### src/inc/status_defines.svh
// selector codes, field layout, reset values for status reporting
// assumes: included by bare name from the package and the rtl file
`ifndef STATUS_DEFINES_SVH
`define STATUS_DEFINES_SVH

// register selectors on the access port
`define SEL_OPER_BASE 5'h00
`define SEL_QUES_BASE 5'h05
`define PART_COND 5'h00
`define PART_RISE 5'h01
`define PART_FALL 5'h02
`define PART_EVENT 5'h03
`define PART_MASK 5'h04
`define SEL_STD_EVENT 5'h0a
`define SEL_STD_MASK 5'h0b
`define SEL_STB 5'h0c
`define SEL_SRQ_MASK 5'h0d
`define SEL_PP_MASK 5'h0e
`define SEL_SERIAL_POLL 5'h0f
`define SEL_IST 5'h10

// field layout
`define PART_W 16
`define STB_W 8
`define VALID_BITS 16'h7fff
`define STB_ERRQ_BIT 2
`define STB_QUES_BIT 3
`define STB_MAV_BIT 4
`define STB_ESB_BIT 5
`define STB_MSS_BIT 6
`define STB_OPER_BIT 7

// reset values
`define RISE_RST 16'h7fff
`define FALL_RST 16'h0000
`define MASK_RST 16'h0000
`define STB_MASK_RST 8'h00

`endif

### src/inc/status_pkg.sv
// types shared by the status reporting block and its bench
// assumes: status_defines.svh is on the include path
`default_nettype none
`include "status_defines.svh"

package status_pkg;
    // one register access: read or write strobe with selector
    typedef struct packed {
        logic rd;
        logic wr;
        logic [4:0] sel;
        logic [`PART_W-1:0] wdata;
    } acc_req_t;

    // answer to a read, one cycle after the strobe
    typedef struct packed {
        logic valid;
        logic [`PART_W-1:0] rdata;
    } acc_rsp_t;
endpackage
`default_nettype wire

### src/rtl/status_report.sv
// hierarchical status reporting: two five-part status registers,
// standard event register, status byte, service request and ist flag
// assumes: one 10 MHz core clock; the command parser drives acc_req
// on this clock; condition pins are asynchronous

`timescale 1ns/1ps
`default_nettype none
`include "status_defines.svh"

// What this block does
// - operation and questionable registers have five 16-bit parts
// - bit 15 of every part reads zero
// - condition follows hardware, read-only, never cleared
// - rising condition sets event if rise filter
// - falling condition sets event if fall filter
// - edge filters writable, readable, read harmless
// - event latches filtered edges until read
// - event read-only, reading clears it
// - summary is OR of event AND enable
// - enable part writable, readable, read harmless
// - summaries feed condition bits one level up
// - status byte gathers esb, operation, questionable summaries
// - status byte bit 6 summarises other bits
// - status byte returned by query or poll
// - service request mask bit 6 ignored
// - masked status byte rise raises service request
// - service request mask stored and read back
// - ist flag masked by parallel poll mask
// - message-available bit follows output buffer
// - standard event mask gates its summary
// - all status registers readable by controller
// - status byte bit 4 is message-available
// - ist is OR of byte AND mask, bit6 included
module status_report (
    input wire logic clk,
    input wire logic sys_rst,
    // operation register condition, from pins
    input wire logic [15:0] oper_cond_pin,
    // questionable register condition, from pins
    input wire logic [15:0] ques_cond_pin,
    // standard event set pulses, same clock
    input wire logic [15:0] std_event_set,
    // error queue holds at least one entry
    input wire logic error_queue_nonempty,
    // output buffer holds readable data
    input wire logic message_available_bit,
    input wire status_pkg::acc_req_t acc_req,
    output status_pkg::acc_rsp_t acc_rsp,
    output logic service_request,
    output logic individual_status
);

    // both five-part registers share one generate body
    localparam int NREG = 2;

    // pins packed by register number: 0 operation, 1 questionable
    logic [NREG-1:0][15:0] pin_w;
    assign pin_w = {ques_cond_pin, oper_cond_pin};

    // per-register storage
    logic [NREG-1:0][15:0] sync1_ff; // first synchroniser stage
    logic [NREG-1:0][15:0] cond_ff; // condition part
    logic [NREG-1:0][15:0] prev_ff; // condition one cycle ago
    logic [NREG-1:0][15:0] rise_ff; // rise filter part
    logic [NREG-1:0][15:0] fall_ff; // fall filter part
    logic [NREG-1:0][15:0] event_ff; // event latch part
    logic [NREG-1:0][15:0] mask_ff; // event mask part
    logic [NREG-1:0][15:0] nxt_event; // next event latch
    logic [NREG-1:0] sum_w; // summary bit per register

    // per-register read data, chosen by part
    logic [NREG-1:0][15:0] part_rd_w;
    logic [NREG-1:0] part_hit_w;

    genvar g;
    generate
        for (g = 0; g < NREG; g++) begin : g_reg
            // selector base of this register
            localparam logic [4:0] BASE = (g == 0) ?
                `SEL_OPER_BASE : `SEL_QUES_BASE;

            // selector decode for each part, plus write and clearing strobes
            wire logic hit_rise = acc_req.sel == BASE + `PART_RISE;
            wire logic hit_fall = acc_req.sel == BASE + `PART_FALL;
            wire logic hit_event = acc_req.sel == BASE + `PART_EVENT;
            wire logic hit_mask = acc_req.sel == BASE + `PART_MASK;
            wire logic hit_cond = acc_req.sel == BASE + `PART_COND;
            wire logic wr_rise = acc_req.wr && hit_rise;
            wire logic wr_fall = acc_req.wr && hit_fall;
            wire logic wr_mask = acc_req.wr && hit_mask;
            wire logic rd_event = acc_req.rd && hit_event;

            // filtered edges of the sampled condition
            wire logic [15:0] up_w = cond_ff[g] & ~prev_ff[g];
            wire logic [15:0] dn_w = ~cond_ff[g] & prev_ff[g];
            wire logic [15:0] rise_ev = up_w & rise_ff[g];
            wire logic [15:0] fall_ev = dn_w & fall_ff[g];

            // read clears first, then new edges set again
            assign nxt_event[g] = (rd_event ? 16'h0000 : event_ff[g])
                | rise_ev | fall_ev;

            // masked OR gives the summary
            assign sum_w[g] = |(event_ff[g] & mask_ff[g]);

            // part readback mux for this register
            assign part_hit_w[g] = hit_rise | hit_fall | hit_event
                | hit_mask | hit_cond;
            assign part_rd_w[g] = hit_cond ? cond_ff[g] :
                hit_rise ? rise_ff[g] :
                hit_fall ? fall_ff[g] :
                hit_event ? event_ff[g] :
                hit_mask ? mask_ff[g] : 16'h0000;

            // condition path: two stages, then previous copy
            always_ff @(posedge clk) begin
                if (sys_rst) begin
                    sync1_ff[g] <= 16'h0000;
                    cond_ff[g] <= 16'h0000;
                    prev_ff[g] <= 16'h0000;
                end else begin
                    // raw pins go straight into the first stage;
                    // bit 15 is dropped on the way into the second
                    sync1_ff[g] <= pin_w[g];
                    cond_ff[g] <= sync1_ff[g] & `VALID_BITS;
                    prev_ff[g] <= cond_ff[g];
                end
            end

            // user parts: filters and mask take writes only
            always_ff @(posedge clk) begin
                if (sys_rst) begin
                    rise_ff[g] <= `RISE_RST;
                    fall_ff[g] <= `FALL_RST;
                    mask_ff[g] <= `MASK_RST;
                end else begin
                    if (wr_rise) begin
                        rise_ff[g] <= acc_req.wdata & `VALID_BITS;
                    end
                    if (wr_fall) begin
                        fall_ff[g] <= acc_req.wdata & `VALID_BITS;
                    end
                    if (wr_mask) begin
                        mask_ff[g] <= acc_req.wdata & `VALID_BITS;
                    end
                end
            end

            // event latch, sticky until read
            always_ff @(posedge clk) begin
                if (sys_rst) begin
                    event_ff[g] <= 16'h0000;
                end else begin
                    event_ff[g] <= nxt_event[g];
                end
            end
        end
    endgenerate

    // standard event register: event latch plus its mask only;
    // its events arrive as pulses, so no edge filter is needed
    logic [15:0] std_event_ff; // standard_event_register
    logic [15:0] std_mask_ff; // standard_event_mask
    logic [15:0] nxt_std_event;
    wire logic hit_std_event = acc_req.sel == `SEL_STD_EVENT;
    wire logic hit_std_mask = acc_req.sel == `SEL_STD_MASK;
    wire logic rd_std_event = acc_req.rd && hit_std_event;
    wire logic wr_std_mask = acc_req.wr && hit_std_mask;

    // read clear loses to a pulse in the same cycle
    assign nxt_std_event = (rd_std_event ? 16'h0000 : std_event_ff)
        | (std_event_set & `VALID_BITS);

    // summary of the standard event register
    wire logic esb_w = |(std_event_ff & std_mask_ff);

    // standard event latch and its mask
    always_ff @(posedge clk) begin
        if (sys_rst) begin
            std_event_ff <= 16'h0000;
            std_mask_ff <= `MASK_RST;
        end else begin
            std_event_ff <= nxt_std_event;
            if (wr_std_mask) begin
                std_mask_ff <= acc_req.wdata & `VALID_BITS;
            end
        end
    end

    // top level masks
    logic [7:0] srq_mask_ff; // service_request_mask
    logic [7:0] pp_mask_ff; // parallel_poll_mask
    wire logic hit_srq_mask = acc_req.sel == `SEL_SRQ_MASK;
    wire logic hit_pp_mask = acc_req.sel == `SEL_PP_MASK;
    wire logic hit_stb = acc_req.sel == `SEL_STB;
    wire logic hit_poll = acc_req.sel == `SEL_SERIAL_POLL;
    wire logic hit_ist = acc_req.sel == `SEL_IST;
    wire logic rd_poll = acc_req.rd && hit_poll;

    // status byte without its summary bit; bits 0 and 1 unused
    logic [7:0] stb_low_w;
    assign stb_low_w = {
        sum_w[0], // operation summary
        1'b0, // summary slot filled below
        esb_w, // standard event summary
        message_available_bit,
        sum_w[1], // questionable summary
        error_queue_nonempty,
        2'b00
    };

    // mask with bit 6 forced out, whatever was written
    logic [7:0] srq_eff_w;
    assign srq_eff_w = srq_mask_ff & ~(8'h01 << `STB_MSS_BIT);

    // bit 6 summarises the other masked bits
    wire logic mss_w = |(stb_low_w & srq_eff_w);

    // complete status byte as the query returns it
    logic [7:0] top_status_byte;
    assign top_status_byte = stb_low_w
        | ({7'h00, mss_w} << `STB_MSS_BIT);

    // status byte seen last cycle, for rise detection
    logic [7:0] stb_prev_ff;

    // any enabled bit that rose this cycle asks for service
    wire logic srq_set_w =
        |(top_status_byte & ~stb_prev_ff & srq_eff_w);

    // request line: held until a serial poll reads it;
    // a new rise in the poll cycle keeps it up
    logic srq_ff;
    logic nxt_srq;
    assign nxt_srq = srq_set_w | (srq_ff & ~rd_poll);

    // the poll byte carries the pending request in bit 6
    logic [7:0] poll_byte_w;
    assign poll_byte_w = (top_status_byte
        & ~(8'h01 << `STB_MSS_BIT))
        | ({7'h00, srq_ff} << `STB_MSS_BIT);

    // ist: whole byte against its mask, bit 6 counts here
    wire logic ist_w = |(top_status_byte & pp_mask_ff);

    // top level masks, written from the access port
    always_ff @(posedge clk) begin
        if (sys_rst) begin
            srq_mask_ff <= `STB_MASK_RST;
            pp_mask_ff <= `STB_MASK_RST;
        end else begin
            if (acc_req.wr && hit_srq_mask) begin
                srq_mask_ff <= acc_req.wdata[7:0];
            end
            if (acc_req.wr && hit_pp_mask) begin
                pp_mask_ff <= acc_req.wdata[7:0];
            end
        end
    end

    // request and ist flip-flops drive the outputs
    logic ist_ff;
    always_ff @(posedge clk) begin
        if (sys_rst) begin
            stb_prev_ff <= 8'h00;
            srq_ff <= 1'b0;
            ist_ff <= 1'b0;
        end else begin
            stb_prev_ff <= top_status_byte;
            srq_ff <= nxt_srq;
            ist_ff <= ist_w;
        end
    end

    assign service_request = srq_ff;
    assign individual_status = ist_ff;

    // read mux for the part, standard event and top level registers;
    // top level masks and bytes read in the low bits, rest zero
    logic [15:0] rd_mux_w;
    assign rd_mux_w = part_hit_w[0] ? part_rd_w[0] :
        part_hit_w[1] ? part_rd_w[1] :
        hit_std_event ? std_event_ff :
        hit_std_mask ? std_mask_ff :
        hit_stb ? {8'h00, top_status_byte} :
        hit_poll ? {8'h00, poll_byte_w} :
        hit_srq_mask ? {8'h00, srq_mask_ff} :
        hit_pp_mask ? {8'h00, pp_mask_ff} :
        hit_ist ? {15'h0000, ist_ff} :
        16'h0000;

    // registered answer: one cycle after the read strobe;
    // an unknown selector reads zero, never stalls
    logic rsp_valid_ff;
    logic [15:0] rsp_data_ff;
    always_ff @(posedge clk) begin
        if (sys_rst) begin
            rsp_valid_ff <= 1'b0;
            rsp_data_ff <= 16'h0000;
        end else begin
            rsp_valid_ff <= acc_req.rd;
            if (acc_req.rd) begin
                rsp_data_ff <= rd_mux_w & `VALID_BITS;
            end
        end
    end

    assign acc_rsp.valid = rsp_valid_ff;
    assign acc_rsp.rdata = rsp_data_ff;

endmodule

`default_nettype wire

### config.mk
export PLATFORM = sky130hd
export DESIGN_NAME = status_report
export DESIGN_NICKNAME = d
export VERILOG_FILES = /design/src/inc/status_pkg.sv /design/src/rtl/status_report.sv
export VERILOG_INCLUDE_DIRS = /design/src /design/src/inc
export SDC_FILE = /design/constraint.sdc
export NUM_CORES = 1
export LEC_CHECK = 0
export ABC_CLOCK_PERIOD_IN_PS = 2000
export BUFFER_PORTS_ARGS = -buffer_cell sky130_fd_sc_hd__buf_4
export CAP_MARGIN = 20
export CORE_ASPECT_RATIO = 0.5
export CORE_MARGIN = 2
export CORE_UTILIZATION = 50
export DETAILED_ROUTE_END_ITERATION = 8
export GPL_TIMING_DRIVEN = 0
export PLACE_DENSITY = 0.77
export SETUP_SLACK_MARGIN = 0.3
export SYNTH_ARGS = -nofsm -noshare
export SYNTH_HDL_FRONTEND = slang
export SYNTH_SLANG_ARGS = --single-unit
export TNS_END_PERCENT = 100
### constraint.sdc
create_clock -name clk -period 2 [get_ports clk]
set_clock_uncertainty 0.15 [all_clocks]
set_input_delay 0.1 -clock clk [delete_from_list [all_inputs] [get_ports clk]]
set_output_delay 0.1 -clock clk [all_outputs]
set_load 0.02 [all_outputs]
# Word-level counts from Yosys, hierarchy flattened
# Cells that the tools add are included.
dict set report word_totals {
  regBits 287
  inputBits 75
  output_inout_bits 19
  wordCells 119
}
dict set report classes {
  n_eq_ne 16
  muxes 22
  bitwise 38
  n_reduce_logical 20
}
# operator n
set ops {}
lappend ops {{$mux 15} 14}
lappend ops {{$and 16x15->16} 7}
lappend ops {{$or 16x16->16} 4}
lappend ops {{$mux 16} 3}
lappend ops {{$reduce_or 16->1} 3}
lappend ops {{$eq 5x4->1 const B} 8}
lappend ops {{$and 15x16->16} 2}
lappend ops {{$and 16x16->16} 2}
lappend ops {{$and 8x8->8} 4}
lappend ops {{$mux 8} 4}
lappend ops {{$not 15->16} 2}
lappend ops {{$not 16->16} 2}
lappend ops {{$reduce_or 8->1} 3}
lappend ops {{$eq 5x3->1 const B} 4}
lappend ops {{$or 16x15->16} 1}
lappend ops {{$or 8x7->8} 2}
lappend ops {{$logic_and 1x1->1} 13}
lappend ops {{$eq 5x2->1 const B} 2}
lappend ops {{$or 1x1->1} 9}
lappend ops {{$not 8->8} 1}
lappend ops {{$eq 5x1->1 const B} 1}
lappend ops {{$eq 5x5->1 const B} 1}
lappend ops {{$logic_not 5->1} 1}
lappend ops {{$and 1x1->1} 1}
lappend ops {{2 further kinds} 2}

# Longest topological paths before layout
# Gate-level depths: netlist of the first run.
dict set report logic_depth {
  depth_word 12
  depth_mapped 9
  ltp_nobuf 6
}

# Worst setup path before layout of the first run
# Ideal clock, no wire load.
dict set report synth_timing {
  path_type {input to register}
  from {input acc_req[18] (netlist bit)}
  to {register rsp_data_ff[4]}
  setup_time_ps 131
  t_arrival_ps 1496
  t_required_ps 1719
  path_slack_ps 223
  path_stages 9
  path_buffers 3
  path_cell_list {buf_4 -> or3b_1 -> buf_6 -> or2_1 -> clkbuf_2 -> o21ai_1 -> o21ai_1 -> a221oi_2 -> nor3_1}
}
dict set report synth_between {
  elab_chain_len 9
  elab_cells_between_ends 42
  classes_between {eq/ne: 15; mux: 18; bitwise: 8; reduce/logical: 1}
}
# item line_no
set synth_rtl {}
lappend synth_rtl {{start, declared} status_report.sv:47} ;# input wire status_pkg::acc_req_t acc_req,
lappend synth_rtl {{$eq 5x4->1 (no source line)} n/a}
lappend synth_rtl {{$mux 8} status_report.sv:288} ;# hit_pp_mask ? {8'h00, pp_mask_ff} :
lappend synth_rtl {{$mux 8} status_report.sv:287} ;# hit_srq_mask ? {8'h00, srq_mask_ff} :
lappend synth_rtl {{$mux 8} status_report.sv:286} ;# hit_poll ? {8'h00, poll_byte_w} :
lappend synth_rtl {{$mux 8} status_report.sv:285} ;# hit_stb ? {8'h00, top_status_byte} :
lappend synth_rtl {{$mux 15} status_report.sv:284} ;# hit_std_mask ? std_mask_ff :
lappend synth_rtl {{$mux 15} status_report.sv:283} ;# hit_std_event ? std_event_ff :
lappend synth_rtl {{$mux 15} status_report.sv:282} ;# part_hit_w[1] ? part_rd_w[1] :
lappend synth_rtl {{$mux 15 (*)} status_report.sv:281} ;# assign rd_mux_w = part_hit_w[0] ? part_rd_w[0] :
lappend synth_rtl {{end signal, assigned} status_report.sv:303} ;# rsp_data_ff <= rd_mux_w & `VALID_BITS;
lappend synth_rtl {{end, declared} status_report.sv:295} ;# logic [15:0] rsp_data_ff;
# Every way passes the cells marked *; elsewhere a longest branch is shown, timed or not.
# A chain may end at the register's enable or synchronous reset.

# Final worst setup path of the first run
dict set report layout_timing {
  from {register mask_ff[19] (netlist bit)}
  to {register rsp_data_ff[6]}
}
dict set report layout_between {
  elab_chain_len 10
}
# item line_no
set layout_rtl {}
lappend layout_rtl {{start, declared} status_report.sv:67} ;# logic [NREG-1:0][15:0] mask_ff;
lappend layout_rtl {{start signal, assigned by index} status_report.sv:135} ;# mask_ff[g] <= `MASK_RST;
lappend layout_rtl {{start signal, assigned by index} status_report.sv:144} ;# mask_ff[g] <= acc_req.wdata & `VALID_BITS;
lappend layout_rtl {{$and 16x15->16} status_report.sv:104} ;# assign sum_w[g] = |(event_ff[g] & mask_ff[g]);
lappend layout_rtl {{$reduce_or 16->1} status_report.sv:104}
lappend layout_rtl {{$and 8x8->8} status_report.sv:217} ;# wire logic mss_w = |(stb_low_w & srq_eff_w);
lappend layout_rtl {{$reduce_or 8->1} status_report.sv:217}
lappend layout_rtl {{$or 8x7->8} status_report.sv:221} ;# assign top_status_byte = stb_low_w
lappend layout_rtl {{$mux 8} status_report.sv:285}
lappend layout_rtl {{$mux 15} status_report.sv:284}
lappend layout_rtl {{$mux 15} status_report.sv:283}
lappend layout_rtl {{$mux 15} status_report.sv:282}
lappend layout_rtl {{$mux 15} status_report.sv:281}
# No other way between the ends.

==> metrics.log, run 1 <==
[metrics] non-filler instance count after layout: 1920
[metrics] post-synthesis average cell area: 8.235 um2
[metrics] LEAKAGE: 5.422 nW
[metrics] number of synthesized flops with an enable pin: 0
[metrics] synthesis-to-layout area growth: 25.08%
[metrics] vias in the first global route: 11240
[metrics] wire length of the first global-routing pass: 69150 um
[metrics] total nets after synthesis: 1481
[metrics] Overall Power: 12.14 mW
[metrics] via/cell ratio: 6.219
[metrics] wire per inst: 24.62 um
[metrics] logic depth of the worst register-to-register path: 6
[metrics] Synth area leaders: dfxtp_1 48%, nand2_1 8.9%, a21oi_1 7.1%
[metrics] GRT Util Overall: 0.3839
[metrics] fraction of layout cells with a size suffix above 1: 0.1494
[metrics] drt first pass iters: 8
[metrics] number of endpoints with negative hold slack in the final report: 0
[metrics] clock slew at reported path FFs: 80 ps
[metrics] number of warnings printed during yosys synthesis: 0
[metrics] most frequent cells after synthesis: 279 x dfxtp_1, 274 x nand2_1, 164 x a21oi_1, 96 x nor2b_1, 83 x nor2_1
[metrics] status: complete, but fails checks
[metrics] gpl congestion: 1.004
[metrics] largest net degree at the start of global routing: 16
[metrics] Rel. slew slack: 0.2679
[metrics] Max FO, Critical Path: 2
[metrics] Core ar.: 22790 um2
[metrics] area leader, netlist: dfxtp_1
[metrics] initial DRC count: 1793
[metrics] area share of the leading cell type in the synthesized netlist: 0.4824
[metrics] max_cap viols: 0
[metrics] net total in the final layout: 1672
[metrics] clock tree from TritonCTS: built
[metrics] Worst Tran Pin Value: 1098 ps
[metrics] total placed cells including tap cells: 1790
[metrics] number of design rule violations left after detail routing: 0
[metrics] die span in y: 111.6 um
[metrics] violated checks: setup timing
[metrics] category of cells accounting for the largest share of critical-path delay: compound AO/OA/AOI/OAI gates
[metrics] number of antenna violations at the first check in global routing: 1
[metrics] predominant post-synthesis flop cell: dfxtp_1
[metrics] critical path data required time: 2280 ps
[metrics] max-slew violation count: 0
[metrics] Max Clock Freq: 0.4367 GHz
[metrics] Antenna diodes: 0
[metrics] Critical Path Stages: 6
[metrics] clock insertion delay at the later pin of the skew report: 560 ps
[metrics] proportion of register bits with asynchronous set or reset after synthesis: 0
[metrics] WHS Path Cells: 5
[metrics] starting density of the core: 0.5081
[metrics] total power density per cell area: 838.1 nW/um2
[metrics] Worst Setup End Kind: register
[metrics] sequential fraction of the synthesis area: 0.4824
[metrics] Worst Setup Start Kind: register
[metrics] number of register bits inferred by synthesis: 279
[metrics] grt total ovfl: 0
[metrics] CTS root buffer: clkbuf_16
[metrics] IR drop worst, VDD: 0.7279 mV
[metrics] top-count cell post-synth: dfxtp_1
[metrics] setup repair after global routing missed its margin: yes
[metrics] Syn Inst Count: 1406
[metrics] ANT nets after route: 0
[metrics] floorplan die width: 219.2 um
[metrics] Data arrival, critical path: 2570 ps
[metrics] min setup slack post-route: -290.1 ps
[metrics] worst min-delay path category: input pin to register
[metrics] H-tree lvl count: 1
[metrics] shortest period the worst path allows: 2290 ps
[metrics] Die Footprint: 24460 um2
[metrics] final critical-path share of the clock period: 1.145
[metrics] number of sinks driven by the clock tree: 279
[metrics] number of buffers between clock root and the deepest sink: 3
[metrics] Port Buf Inserts: 77
[metrics] area of the mapped netlist: 11580 um2
[metrics] setup violators final: 4
[metrics] library cell contributing the largest single delay on the critical path: a222oi_1
[metrics] FF/Latch Area: 5593 um2
[metrics] area used by multi-input combinational logic: 5660 um2
[metrics] slack of the worst reg-to-reg path: -290 ps
[metrics] number of placement rows: 39
[metrics] Total Routed Length: 47270 um
[metrics] clock buffers created by TritonCTS: 25
[metrics] total via count in the routed design: 11940
[metrics] Crit Path Category: register to register
[metrics] # fillers: 1926
[metrics] I/O pin total: 94
[metrics] CP Buf/Inv Count: 0
[metrics] number of different library cells in the post-synthesis netlist: 62
[metrics] largest stage delay on the critical path: 500 ps
[metrics] Final HPWL DP: 33660 um
[metrics] cell breakdown of the critical path: a222oi_1, nand3_1, o31ai_4, nand4_1, nor4_1, o221ai_1
where the power goes:
part	switching [mW]	internal (mW)	leakage (nW)
clock network	2.21	2.93	0.420
logic	0.680	0.431	2.72
registers	0.161	5.72	2.28
cell usage in the layout (no fill, tap or decap), types with 4 or more instances in the layout:
| master | netlist | routed |
|---|---|---|
| a22o_1 | 4 | 4 |
| and2_1 | 4 | 4 |
| nand2b_1 | 7 | 6 |
| and3_1 | 4 | 4 |
| buf_4 | 12 | 114 |
| o211ai_1 | 6 | 6 |
| o21ai_1 | 2 | 5 |
| a22oi_1 | 64 | 64 |
| clkbuf_1 | 65 | 60 |
| nand3b_1 | 60 | 60 |
| nand2_1 | 274 | 270 |
| nor2_1 | 83 | 80 |
| a222oi_1 | 4 | 4 |
| a21oi_1 | 164 | 162 |
| a221oi_2 | 1 | 4 |
| nor2b_1 | 96 | 95 |
| nor4_1 | 7 | 6 |
| nor3_4 | 3 | 7 |
| clkbuf_8 | 0 | 6 |
| buf_2 | 20 | 17 |
| dfxtp_1 | 279 | 275 |
| a31oi_1 | 9 | 6 |
| a221oi_1 | 8 | 5 |
| nor2_4 | 2 | 5 |
| a211oi_1 | 10 | 9 |
| buf_6 | 5 | 9 |
| nor3_1 | 15 | 12 |
| inv_1 | 9 | 8 |
| clkbuf_16 | 0 | 25 |
| dlygate4sd3_1 | 0 | 61 |
| o21ai_0 | 50 | 47 |
| clkbuf_2 | 1 | 9 |
| nand3_1 | 82 | 81 |
per-layer routing:
metal,track usage,up-vias,routed length [um]
li1,-,5249,-
met1,0.5523,5680,19550
met2,0.5443,873,19150
met3,0.1126,138,6768
met4,0.1356,0,1792
met5,0,-,0
cell families after synthesis:
family / after synthesis / share of synthesized area
compound gates: 347 / 0.1834
buf+inv: 113 / 0.04603
flops: 279 / 0.4824
mux: 2 / 0.001729
other cells: 1 / 0.0003239
simple gates: 664 / 0.2861
tightest hold or removal path, cell delays in order:
cell and delay (ps):
buf_8 100, or3b_4 180, a21oi_2 110, nand2_1 70, o221ai_1 100
area by class of cell:
| class | instances | area share |
|---|---|---|
| multi-input cells | 1014 | 0.3908 |
| flip-flops and latches | 279 | 0.3862 |
| repair buffers | 164 | 0.09642 |
| clock buffers | 37 | 0.05045 |
| plain buffers | 104 | 0.03827 |
| well taps | 307 | 0.02652 |
| clock inverters | 6 | 0.008726 |
| inverters | 9 | 0.002592 |
through the flow:
step | area, um2 | hold slack [ps] | TNS, ps | utilization | setup WS (ps)
after detailed placement | 12570 | 163.3 | -51500 | 0.5515 | -750.9
after CTS | 14250 | 14.05 | -361.0 | 0.6253 | -176.3
after global routing | 14480 | 20.69 | -909.5 | 0.6355 | -302.7
after floorplan | 11600 | 67.43 | 0 | - | 254.4
after global placement | 12570 | 155.7 | -47970 | 0.5515 | -816.9
final | 14480 | 6.590 | -854.0 | 0.6355 | -290.1
path summary, 6_finish.rpt:
| check | from | endpoint |
|---|---|---|
| min reg2reg | sync1_ff[11] | cond_ff[11] |
| max reg2reg | mask_ff[19] | rsp_data_ff[6] |
| min | acc_req[18] | rsp_data_ff[6] |
| max | mask_ff[19] | rsp_data_ff[6] |
flip-flops by register name, summed over array words and instances, names as in the netlist:
name               cells
individual_status      1
mask_ff               30
fall_ff               30
stb_prev_ff            5
prev_ff               30
std_mask_ff           15
service_request        1
sync1_ff              30
srq_mask_ff            8
rise_ff               30
rsp_valid_ff           1
rsp_data_ff           15
pp_mask_ff             8
std_event_ff          15
event_ff              30
cond_ff               30
what timing repair did:
item	CTS	global route
resized for setup	40	35
setup buffers	9	17
pin swaps	13	12
hold endpoints to repair	115	0
endpoints found under the setup margin	87	89
hold buffers	61	0
(Power assumes the default switching activity.)
==> run 2, diff against run 1 <==
--- a/config.mk
+++ b/config.mk
@@ -7,7 +7,7 @@
 export NUM_CORES = 1
 export LEC_CHECK = 0
 export ABC_CLOCK_PERIOD_IN_PS = 2000
-export BUFFER_PORTS_ARGS = -buffer_cell sky130_fd_sc_hd__buf_4
+export BUFFER_PORTS_ARGS = -buffer_cell sky130_fd_sc_hd__buf_2
 export CAP_MARGIN = 20
 export CORE_ASPECT_RATIO = 0.5
 export CORE_MARGIN = 2
==> run 2 against run 1 <==
Against the previous run:
- the flow finishes with violations (hold timing, setup timing)
- clock power rose by 4.7%
- flip-flop and latch count did not move
- power rose by 1.6%
- cell area fell by 0.19%
- critical path type unchanged
- largest cell class unchanged
- die area did not move
- worst setup slack improved by 140 ps
- non-clock buffer count rose by 6
- final cell count rose by 0.47%
- sequential share of layout area rose by 0.13 points
- core utilization fell by 0.12 points
==> metrics.log, run 2 (synthesized netlist as in run 1, its figures left out) <==
[metrics] status: complete, but fails checks
[metrics] violated checks: hold timing, setup timing
[metrics] setup repair after global routing missed its margin: yes
[metrics] worst-case hold slack: -2.764 ps (-9.354 ps)
[metrics] floorplan die width: 219.2 um (unchanged)
[metrics] non-filler instance count after layout: 1929 (+0.47%)
[metrics] H-tree lvl count: 1 (unchanged)
[metrics] Data arrival, critical path: 2440 ps (-130 ps)
[metrics] max-slew violation count: 0 (unchanged)
[metrics] fraction of layout cells with a size suffix above 1: 0.1666 (+0.01715)
[metrics] die span in y: 111.6 um (unchanged)
[metrics] CTS root buffer: clkbuf_16
[metrics] GRT Util Overall: 0.3796 (-0.004353)
[metrics] total placed cells including tap cells: 1790 (unchanged)
[metrics] largest net degree at the start of global routing: 17 (+1)
[metrics] Max FO, Critical Path: 2 (unchanged)
[metrics] number of sinks driven by the clock tree: 279 (unchanged)
[metrics] commonest non-fill, non-tap cells in the layout: 272 x nand2_1, 271 x dfxtp_1, 161 x a21oi_1
[metrics] initial DRC count: 1909 (+6.5%)
[metrics] Final HPWL DP: 33610 um (-0.13%)
[metrics] gpl congestion: 1.026 (+2.2%)
[metrics] IR drop worst, VDD: 0.8332 mV (+14%)
[metrics] I/O pin total: 94 (unchanged)
[metrics] clock buffers created by TritonCTS: 25 (unchanged)
[metrics] clock slew at reported path FFs: 80 ps (about the same)
[metrics] Worst Setup Start Kind: register
[metrics] Crit Path Category: register to register
[metrics] Layout Utilization: 0.6343 (-0.001208)
[metrics] ANT nets after route: 0 (unchanged)
[metrics] critical path data required time: 2300 ps (+20 ps)
[metrics] commonest non-fill, non-tap cell in the layout: nand2_1
[metrics] Rel. slew slack: 0.2112 (-0.05669)
[metrics] Port Buf Inserts: 77 (unchanged)
[metrics] number of design rule violations left after detail routing: 0 (unchanged)
[metrics] via/cell ratio: 6.140 (-1.3%)
[metrics] total power density per cell area: 853.3 nW/um2 (+1.8%)
[metrics] wire per inst: 24.52 um (-0.41%)
[metrics] Overall Power: 12.34 mW (+1.6%)
[metrics] met1 usage in global routing: 0.5431 (-0.009222)
[metrics] Worst Tran Pin Value: 1183 ps (+85.03 ps)
[metrics] LEAKAGE: 5.448 nW (+0.48%)
[metrics] met3 capacity usage during global routing: 0.1210 (+0.008470)
[metrics] number of antenna violations at the first check in global routing: 1 (unchanged)
[metrics] Die Footprint: 24460 um2 (unchanged)
[metrics] Sw Ratio: 0.2529 (+0.001531)
[metrics] clock tree from TritonCTS: built
[metrics] combinational cell fraction of total power: 0.087 (-0.005)
[metrics] worst slack after detailed placement: -720.3 ps (+30.57 ps)
[metrics] net switching power of the design: 3.120 mW (+2.2%)
[metrics] vias in the first global route: 10910 (-3.0%)
[metrics] Core ar.: 22790 um2 (unchanged)
[metrics] number of buffers between clock root and the deepest sink: 3 (unchanged)
[metrics] starting density of the core: 0.5081 (unchanged)
[metrics] worst min-delay path category: input pin to register
[metrics] wire length of the first global-routing pass: 68560 um (-0.86%)
[metrics] number of endpoints with negative hold slack in the final report: 1 (+1)
[metrics] Clock Power Share: 0.436 (+0.012)
[metrics] number of placement rows: 39 (unchanged)
[metrics] synthesis-to-layout area growth: 24.84%
[metrics] setup violators final: 4 (unchanged)
[metrics] final critical-path share of the clock period: 1.073 (-0.07213)
[metrics] Reg power frac: 0.477 (-0.008)
[metrics] clock insertion delay at the later pin of the skew report: 580 ps (+20 ps)
[metrics] total via count in the routed design: 11840 (-0.80%)
[metrics] placed cell area: 12370 um2 (-1.5%)
[metrics] max_cap viols: 0 (unchanged)
[metrics] total internal power: 9.215 mW (+1.4%)
[metrics] Max Clock Freq: 0.4660 GHz (+6.7%)
[metrics] Total Routed Length: 47300 um (about the same)
[metrics] drt first pass iters: 6 (-2)
[metrics] net total in the final layout: 1678 (+0.36%)
[metrics] shortest period the worst path allows: 2146 ps (-144.3 ps)
[metrics] grt total ovfl: 0 (unchanged)
[metrics] setup total negative slack: -286.4 ps (+567.6 ps)
[metrics] global routing usage on met2: 0.5445 (about the same)
[metrics] GRT busiest layer: met2
[metrics] min setup slack post-route: -145.9 ps (+144.3 ps)
[metrics] Worst Setup End Kind: register
[metrics] Layout Cell Area excl Fill: 14460 um2 (-0.19%)
[run 2: changes by cell type in the layout (fill, tap and decap cells not counted), sizes merged, moves of 2 or more]
| cell | before | now |
|---|---|---|
| clkinv | 1 | 4 |
| buf | 142 | 150 |
| dlygate4sd3 | 61 | 58 |
| clkinvlp | 1 | 3 |
| clkbuf | 102 | 100 |
[run 2: path summary, 6_finish.rpt]
check | from | endpoint | slack [ps] | depth (start not counted)
hold reg to reg | sync1_ff[1] | cond_ff[1] | 280 | 1
setup reg to reg | event_ff[19] | rsp_data_ff[6] | -150 | 7
hold / removal | acc_req[18] | rsp_data_ff[6] | -3 | 5
setup / recovery | event_ff[19] | rsp_data_ff[6] | -150 | 7
[run 2: critical path, stage by stage (launching register included)]
cell	delay, ps
dfxtp_4	360
a222oi_1	450
nand3_1	150
buf_6	160
o31ai_4	210
nand4_1	220
nor4_2	200
o221ai_1	120
[run 2: power by group through the flow]
stage,sequential [mW],combinational [mW],clock [mW]
2_1_floorplan,5.94,0.502,0
3_3_place_gp,5.99,0.871,0
3_5_place_dp,5.99,0.886,0
4_1_cts,5.87,0.994,5.37
5_1_grt,5.88,1.13,5.62
6_report,5.88,1.08,5.38
[run 2: area by class of cell]
| cell class | count | area, um2 |
|---|---|---|
| fill | 1946 | 8333 |
| multi-input combinational | 1014 | 5693 |
| sequential | 279 | 5600 |
| timing repair buffer | 170 | 1245 |
| clock buffer | 34 | 729.5 |
| buffer | 104 | 580.6 |
| tap | 307 | 384.1 |
| clock inverter | 11 | 182.7 |
| inverter | 9 | 37.54 |
| antenna | 1 | 2.502 |
[run 2: metal layers]
metal  wire, um  part of all wire
met4       1594             0.034
met5          0                 0
met3       6892              0.15
met2      19270              0.41
met1      19540              0.41
[run 2: what timing repair did]
item | in CTS | in global routing
cloned | 0 | 1
setup buffers | 8 | 26
resized for setup | 34 | 67
endpoints found under the setup margin | 99 | 119
hold buffers | 58 | 0
pin swaps | 9 | 19
endpoints found under the hold margin | 116 | 0
